$ cat src/core/iosc_regs.svh
// Register map, field positions, reset values and timing figures of the oscillator control.
// Assumes inclusion by bare name from every file that needs a number.
`ifndef IOSC_REGS_SVH
`define IOSC_REGS_SVH

`define IOSC_REG_ADDR       8'ha1
`define IOSC_EN_HI          7
`define IOSC_EN_LO          6
`define IOSC_SUSP_BIT       5
`define IOSC_RDY_BIT        4
`define IOSC_RSV_BIT        3
`define IOSC_DIV_HI         2
`define IOSC_DIV_LO         0
`define IOSC_EN_ON          2'h3
`define IOSC_EN_RESET       2'h3
`define IOSC_SUSP_RESET     1'h0
`define IOSC_DIV_RESET      3'h0
`define IOSC_RSV_VALUE      1'h0
`define IOSC_RDATA_IDLE     8'h00
`define IOSC_DIV_MAX_LIMIT  7'h7f
`define IOSC_CNT_ZERO       7'h00
`define IOSC_SETTLE_RESET   16'h0000
`define IOSC_SETTLE_STEP    16'h0001
`define IOSC_SETTLE_NS      1000
`define IOSC_CLK_PERIOD_NS  4

`endif

$ cat src/core/iosc_pkg.sv
// Types shared by the oscillator control and its divider.
// Assumes the register header for all numeric constants.
package iosc_pkg;

  typedef enum logic [1:0] {
    IOSC_OFF    = 2'b00,
    IOSC_SETTLE = 2'b01,
    IOSC_READY  = 2'b10
  } iosc_osc_e;

  typedef struct packed {
    logic [1:0]  osc_enable_field;
    logic        suspend;
    logic [2:0]  clock_divide_select;
    iosc_osc_e   osc_state;
    logic [15:0] settle_cnt;
    logic [7:0]  rdata;
    logic        crystal_in_pin_sel;
    logic        crystal_out_pin_sel;
  } iosc_ctrl_s;

  typedef struct packed {
    logic [6:0] cnt;
    logic [2:0] cur_sel;
  } iosc_div_s;

endpackage

$ cat src/core/iosc_div_if.sv
// Link between the oscillator control and the system clock divider.
// Assumes both ends run on the same clock.
interface iosc_div_if;
  logic       run;
  logic [2:0] div_sel;
  logic       tick;

  modport ctrl (
    output run,
    output div_sel,
    input  tick
  );

  modport div (
    input  run,
    input  div_sel,
    output tick
  );
endinterface

$ cat src/core/iosc_ctrl.sv
// Internal oscillator control: one control/status register, suspend and wake, ready
// flag, system clock divider and external oscillator pin claims.
// Assumes clk is the internal oscillator itself and a simple single-cycle register port.
//
// Function
// - Enable field at bits 7:6 stops the oscillator at 00 and runs it at 11 unless suspended; 01 and 10 are reserved.
// - Writing one to bit 5 puts the oscillator into suspend and halts its output.
// - A wake-up event ends suspend by hardware with no software action.
// - Read-only bit 4 reads 1 only while the oscillator runs at its programmed frequency.
// - Bit 3 is reserved, reads 0, and software writes 0 to it.
// - Bits 2:0 pick the system clock divisor, 128 at code 000 halving per code to 1 at code 111.
// - With the external drive in crystal mode, P0.2 becomes crystal input and P0.3 crystal output.
// - With the external drive in capacitor, RC or CMOS mode, only P0.3 is taken as clock pin.
//
// Design decision made here: the plain strobed port.
`include "iosc_regs.svh"

module iosc_ctrl #(
  parameter int SETTLE_CYCLES = (`IOSC_SETTLE_NS + `IOSC_CLK_PERIOD_NS - 1) / `IOSC_CLK_PERIOD_NS
) (
  input  wire logic       clk,
  input  wire logic       rst_n,
  input  wire logic [7:0] reg_addr,
  input  wire logic [7:0] reg_wdata,
  input  wire logic       reg_wr,
  input  wire logic       reg_rd,
  output logic      [7:0] reg_rdata,
  input  wire logic       wake_event,
  input  wire logic       ext_osc_enable,
  input  wire logic       ext_osc_crystal_mode,
  output logic            sys_clk_tick,
  output logic            osc_running,
  output logic            freq_ready_flag,
  output logic            crystal_in_pin_sel,
  output logic            crystal_out_pin_sel
);

  iosc_pkg::iosc_ctrl_s state_ff;
  iosc_pkg::iosc_ctrl_s nxt_state;
  iosc_div_if           dif ();

  logic hit;
  logic run;
  logic settled;
  logic run_after;

  function automatic logic iosc_runs(input logic [1:0] en, input logic susp);
    iosc_runs = (en == `IOSC_EN_ON) && !susp;
  endfunction

  assign hit     = reg_addr == `IOSC_REG_ADDR;
  // Reserved enable codes are held as written but treated as disabled
  assign run     = iosc_runs(state_ff.osc_enable_field, state_ff.suspend);
  assign settled = state_ff.settle_cnt >= 16'(SETTLE_CYCLES - 1);

  assign dif.run     = run;
  assign dif.div_sel = state_ff.clock_divide_select;

  iosc_clkdiv u_clkdiv (
    .clk   (clk),
    .rst_n (rst_n),
    .dif   (dif)
  );

  always_comb
  begin
    nxt_state = state_ff;
    nxt_state.rdata = `IOSC_RDATA_IDLE;
    // Wake first, so a suspend written in the same cycle still takes hold
    if (state_ff.suspend && wake_event)
    begin
      nxt_state.suspend = 1'b0;
    end
    if (reg_wr && hit)
    begin
      nxt_state.osc_enable_field    = reg_wdata[`IOSC_EN_HI:`IOSC_EN_LO];
      nxt_state.suspend             = reg_wdata[`IOSC_SUSP_BIT];
      nxt_state.clock_divide_select = reg_wdata[`IOSC_DIV_HI:`IOSC_DIV_LO];
    end
    // Ready drops at the very edge that stops the oscillator, so no read sees a stale 1
    run_after = iosc_runs(nxt_state.osc_enable_field, nxt_state.suspend);
    if (reg_rd && hit)
    begin
      nxt_state.rdata[`IOSC_EN_HI:`IOSC_EN_LO]   = state_ff.osc_enable_field;
      nxt_state.rdata[`IOSC_SUSP_BIT]            = state_ff.suspend;
      nxt_state.rdata[`IOSC_RDY_BIT]             = state_ff.osc_state == iosc_pkg::IOSC_READY;
      nxt_state.rdata[`IOSC_RSV_BIT]             = `IOSC_RSV_VALUE;
      nxt_state.rdata[`IOSC_DIV_HI:`IOSC_DIV_LO] = state_ff.clock_divide_select;
    end
    case (state_ff.osc_state)
      iosc_pkg::IOSC_OFF:
      begin
        nxt_state.settle_cnt = `IOSC_SETTLE_RESET;
        if (run)
        begin
          nxt_state.osc_state = iosc_pkg::IOSC_SETTLE;
        end
      end
      iosc_pkg::IOSC_SETTLE:
      begin
        if (!run || !run_after)
        begin
          nxt_state.osc_state = iosc_pkg::IOSC_OFF;
        end
        else if (settled)
        begin
          nxt_state.osc_state = iosc_pkg::IOSC_READY;
        end
        else
        begin
          nxt_state.settle_cnt = state_ff.settle_cnt + `IOSC_SETTLE_STEP;
        end
      end
      iosc_pkg::IOSC_READY:
      begin
        if (!run || !run_after)
        begin
          nxt_state.osc_state = iosc_pkg::IOSC_OFF;
        end
      end
      default:
      begin
        nxt_state.osc_state = iosc_pkg::IOSC_OFF;
      end
    endcase
    // Pin claims follow the external drive mode one cycle late
    nxt_state.crystal_in_pin_sel  = ext_osc_enable && ext_osc_crystal_mode;
    nxt_state.crystal_out_pin_sel = ext_osc_enable;
  end

  always_ff @(posedge clk or negedge rst_n)
  begin
    if (!rst_n)
    begin
      state_ff.osc_enable_field    <= `IOSC_EN_RESET;
      state_ff.suspend             <= `IOSC_SUSP_RESET;
      state_ff.clock_divide_select <= `IOSC_DIV_RESET;
      state_ff.osc_state           <= iosc_pkg::IOSC_READY;
      state_ff.settle_cnt          <= `IOSC_SETTLE_RESET;
      state_ff.rdata               <= `IOSC_RDATA_IDLE;
      state_ff.crystal_in_pin_sel  <= 1'b0;
      state_ff.crystal_out_pin_sel <= 1'b0;
    end
    else
    begin
      state_ff <= nxt_state;
    end
  end

  assign reg_rdata           = state_ff.rdata;
  assign sys_clk_tick        = dif.tick;
  assign osc_running         = run;
  assign freq_ready_flag     = state_ff.osc_state == iosc_pkg::IOSC_READY;
  assign crystal_in_pin_sel  = state_ff.crystal_in_pin_sel;
  assign crystal_out_pin_sel = state_ff.crystal_out_pin_sel;

  // Helper for the checks below: consecutive cycles of a running oscillator
  logic [15:0] run_cnt_ff;
  always_ff @(posedge clk or negedge rst_n)
  begin
    if (!rst_n)
    begin
      run_cnt_ff <= `IOSC_SETTLE_RESET;
    end
    else if (!run)
    begin
      run_cnt_ff <= `IOSC_SETTLE_RESET;
    end
    else if (run_cnt_ff != 16'hffff)
    begin
      run_cnt_ff <= run_cnt_ff + `IOSC_SETTLE_STEP;
    end
  end
endmodule

$ cat src/core/iosc_clkdiv.sv
// System clock divider: one tick every 2^(7-sel) oscillator cycles.
// Assumes run and div_sel come from the oscillator control in the same clock domain.
`include "iosc_regs.svh"

module iosc_clkdiv (
  input  wire logic clk,
  input  wire logic rst_n,
  iosc_div_if.div   dif
);

  iosc_pkg::iosc_div_s state_ff;
  iosc_pkg::iosc_div_s nxt_state;

  function automatic logic [6:0] iosc_div_limit(input logic [2:0] sel);
    iosc_div_limit = `IOSC_DIV_MAX_LIMIT >> sel;
  endfunction

  // Divider code is only taken over at a period boundary or while stopped, so no short pulse appears
  assign dif.tick = dif.run && (state_ff.cnt == iosc_div_limit(state_ff.cur_sel));

  always_comb
  begin
    nxt_state = state_ff;
    if (!dif.run)
    begin
      nxt_state.cnt     = `IOSC_CNT_ZERO;
      nxt_state.cur_sel = dif.div_sel;
    end
    else if (dif.tick)
    begin
      nxt_state.cnt     = `IOSC_CNT_ZERO;
      nxt_state.cur_sel = dif.div_sel;
    end
    else
    begin
      nxt_state.cnt = state_ff.cnt + 7'h01;
    end
  end

  always_ff @(posedge clk or negedge rst_n)
  begin
    if (!rst_n)
    begin
      state_ff.cnt     <= `IOSC_CNT_ZERO;
      state_ff.cur_sel <= `IOSC_DIV_RESET;
    end
    else
    begin
      state_ff <= nxt_state;
    end
  end
endmodule

$ cat config.mk
export PLATFORM = sky130hd
export DESIGN_NAME = iosc_ctrl
export DESIGN_NICKNAME = d
export VERILOG_FILES = /design/src/core/iosc_pkg.sv /design/src/core/iosc_div_if.sv /design/src/core/iosc_ctrl.sv /design/src/core/iosc_clkdiv.sv
export VERILOG_INCLUDE_DIRS = /design/src /design/src/core
export SDC_FILE = /design/constraint.sdc
export NUM_CORES = 1
export LEC_CHECK = 0
export ABC_AREA = 1
export BUFFER_PORTS_ARGS = -buffer_cell sky130_fd_sc_hd__buf_2
export CORE_UTILIZATION = 35
export CTS_BUF_LIST = sky130_fd_sc_hd__clkbuf_4 sky130_fd_sc_hd__clkbuf_8
export CTS_CLUSTER_DIAMETER = 30
export DETAILED_ROUTE_END_ITERATION = 12
export PLACE_DENSITY = 0.52
export REMOVE_ABC_BUFFERS = 1
export SETUP_SLACK_MARGIN = 0.2
export SLEW_MARGIN = 20
export SYNTH_ARGS = -nofsm -noshare
export SYNTH_HDL_FRONTEND = slang
export SYNTH_SLANG_ARGS = --single-unit
$ cat constraint.sdc
create_clock -name clk -period 1.76 [get_ports clk]
set_clock_uncertainty 0.15 [all_clocks]
set_input_delay 0.088 -clock clk [delete_from_list [all_inputs] [get_ports clk]]
set_output_delay 0.088 -clock clk [all_outputs]
set_load 0.03 [all_outputs]
==> out/results.tsv <==
stage	metric	value	unit
run_status	status	finished with violations	
run_status	failed_checks	setup timing	
timing	postLayoutSetupSlackWorst	-0.1300	ns
drt	final_antenna_net_count	0	
setup_path	cp_num_cells	7	
cells_and_area	fin_util	0.5265	
setup_path	path_max_fanout	3	
place	gp_congestion	0.7584	
place	placed_cell_area	2532	µm²
cells_and_area	antenna_cells	0	
floorplanning	die_area	6620	µm²
cts	cts_tree	done	
synth	synth_top_cell_area_share	0.4540	
synth	yosysSeqAreaShare	0.4898	
synth	synth_area_leaders	dfrtp_1 45%, nand2_1 11%, nor2_1 7.8%	
timing	timing.hold.ws	0.01904	ns
cts	clockRootBuffer	clkbuf_8	
synth	synth_edf_count	0	
global_route	antenna_found_initial	0	
global_route	grt_max_degree	25	
cells_and_area	fin_area	3154	µm²
synth	avgSynthCellArea	8.017	µm²
cts	clk_latency	0.30	ns
synth	yosysTopAreaCell	dfrtp_1	
cells_and_area	drive_gt1_frac	0.3846	
floorplanning	core_area	5991	µm²
job	cap_violations	0	
setup_path	critPathCaptureType	output port	
drt	firstDrtPassIters	4	
setup_path	reg2reg_from	u_clkdiv.state_ff[2]$_DFFE_PN0P_	
synth	synthArstFlopShare	1.000	
place	dp_slack	0.009953	ns
synth	netlist_area	2205	µm²
cts	cts_htree_levels	2	
cells_and_area	area_growth	43.08	%
timing	period_share	1.074	
timing	hold_violations	0	
power_and_ir_drop	worst_ir_drop_vdd	0.3615	mV
timing	fin_crit	1.890	ns
global_route	grt_pass1_wl	8618	µm
floorplanning	die_w	81.37	µm
timing	setup_viol_count_final	12	
setup_path	rrSetupSlack	-0.06	ns
setup_path	crit_chain	nor2_1, xnor2_1, nand3_1, nor3_2, nand2_1, nor2_1, buf_4	
power_and_ir_drop	power_density	613.3	nW/µm²
timing	setup_tns	-0.7205	ns
timing	slew_viol_final	0	
timing	rsz0062_at_grt	true	
global_route	track_usage	0.1723	
synth	synthFlopType	dfrtp_1	
power_and_ir_drop	total_leakage_power	0.001555	µW
synth	synth_common_cells	63 x nand2_1, 46 x nor2_1, 40 x dfrtp_1	
setup_path	cp-startpoint	u_clkdiv.state_ff[2]$_DFFE_PN0P_	
global_route	overflow	0	
floorplanning	rows	28	
global_route	grt_pass1_vias	1933	
setup_path	timing_worst_setup_path_type	reg -> out	
cts	cts_buffers	5	
setup_path	cp_top_family	simple AND/OR/NAND/NOR gates	
setup_path	cp_num_buf_inv	1	
setup_path	ff2ff_path_depth	11	
setup_path	cp_slowest_stage_delay	0.44	ns
cts	clk_path_buf_depth	2	
floorplanning	start_util	0.3680	
setup_path	cp-start-kind	flop	
synth	ys_ff_latch	43	
drt	routed_via_density	4.516	
synth	yosysMostFrequentCell	nand2_1	
drt	vias	1924	
setup_path	cp_slowest_cell	dfrtp_1	
setup_path	worstPathArrival	1.65	ns
synth	yosysWarnings	0	
timing	fmax	529.1	MHz
cts	clkTransAtPathRegs	0.09	ns
synth	synth_cells	275	
drt	avgRoutedWirePerCell	11.90	µm
setup_path	cp_data_required_time	1.52	ns
floorplanning	die_y	81.37	µm
drt	totalWireLength	5071	µm
cells_and_area	nets	377	
worst_hold_path	hold_path_class	in -> reg	
place	hpwl	3312	µm
setup_path	reg2reg_to	u_clkdiv.state_ff[0]$_DFFE_PN0P_	
synth	ys_types	28	
place	numPortBuffers	32	
floorplanning	num_io_pins	36	
setup_path	cp-endpoint	sys_clk_tick	
drt	drc	0	
setup_path	path_common_cell	nor2_1	
cts	cts_sinks	43	
drt	drtIter0Drc	91	
## flip-flops by register name, summed over array words and instances (netlist names)
signal	cells
crystal_in_pin_sel	1
crystal_out_pin_sel	1
dif.div_sel	3
reg_rdata	7
state_ff	21
u_clkdiv.state_ff	10
## per-stage QoR
| stage | power [µW] | instances |
|---|---|---|
| 6_report | 1935 | 426 |
| 5_1_grt | 2037 | 426 |
| 4_1_cts | 1952 | 422 |
| 3_5_place_dp | 1212 | 389 |
| 3_3_place_gp | 1209 | 389 |
| 2_1_floorplan | 1111 | 265 |
## how the worst min path moves through the flow
stage,startpoint,slack (ns),cells after the start,end
finish,reg_wdata[5],0.02,3,state_ff[31]$_DFF_PN0_
CTS,wake_event,0.01,4,state_ff[31]$_DFF_PN0_
detailed placement,rst_n,-0.07,1,reg_rdata[1]$_DFF_PN0_
floorplan,rst_n,-0.36,0,crystal_in_pin_sel$_DFF_PN0_
global placement,rst_n,-0.07,1,reg_rdata[1]$_DFF_PN0_
global route,reg_wdata[5],0.01,3,state_ff[31]$_DFF_PN0_
## power breakdown
| part | switching, µW | internal [µW] |
|---|---|---|
| clock network | 354 | 276 |
| logic | 137 | 148 |
| registers | 13.9 | 1010 |
## logic make-up (layout without fill, tap and decap cells)
group / Yosys count / in the layout / share of synthesized area
buffers and inverters: 51 / 126 / 0.1056
DFF: 43 / 43 / 0.4898
AOI/OAI and AO/OA: 7 / 7 / 0.01816
xor gates and xnor gates: 10 / 10 / 0.03973
adders and majority gates: 4 / 4 / 0.02270
and+or+nand+nor: 159 / 160 / 0.3224
other: 1 / 1 / 0.001701
## worst reg2reg max path: cells and delay by family (launching register included)
| family | cells | cell delay, ns |
|---|---|---|
| xor+xnor | 1 | 0.15 |
| simple gates | 7 | 0.68 |
| flops | 1 | 0.44 |
| buf+inv | 3 | 0.36 |
## per-layer routing
layer | track usage | routed length, µm | up-vias
met3 | 0.03708 | 129 | 7
li1 | - | - | 989
met4 | 0.05893 | 63 | 0
met1 | 0.2102 | 2306 | 912
met5 | 0 | 0 | -
met2 | 0.2975 | 2571 | 16
## cells in the final DEF (no fill, tap or decap), types with 3 or more instances in the layout
| cell | count |
|---|---|
| buf_2 | 29 |
| o21ai_0 | 4 |
| nand2_2 | 5 |
| clkbuf_8 | 5 |
| ha_1 | 4 |
| dfstp_2 | 3 |
| nor3_2 | 5 |
| nand2_1 | 57 |
| nand3_2 | 16 |
| inv_2 | 5 |
| xnor2_1 | 4 |
| nor2_4 | 9 |
| nand4_1 | 4 |
| dfrtp_1 | 39 |
| buf_6 | 13 |
| dlygate4sd3_1 | 10 |
| inv_1 | 33 |
| buf_4 | 23 |
| nand3_1 | 13 |
| nor2_1 | 35 |
| xor2_1 | 6 |
| nor2_2 | 5 |
## area by class of cell
class | instances | area (µm²)
flip-flops and latches | 43 | 1081
clock buffers | 5 | 68.82
clock inverters | 3 | 20.02
multi-input cells | 182 | 1126
well taps | 75 | 93.84
fillers | 565 | 2836
repair buffers | 77 | 604.3
inverters | 41 | 160.2
## what timing repair did
item | 4_1_cts | 5_1_grt
pin swaps | 22 | 10
hold endpoints to repair | 49 | 0
endpoints found under the setup margin | 31 | 31
resized for setup | 52 | 26
buffers inserted | 15 | 3
hold buffers | 10 | 0
cloned | 0 | 1
No activity file was read; power rests on OpenSTA's default activity.
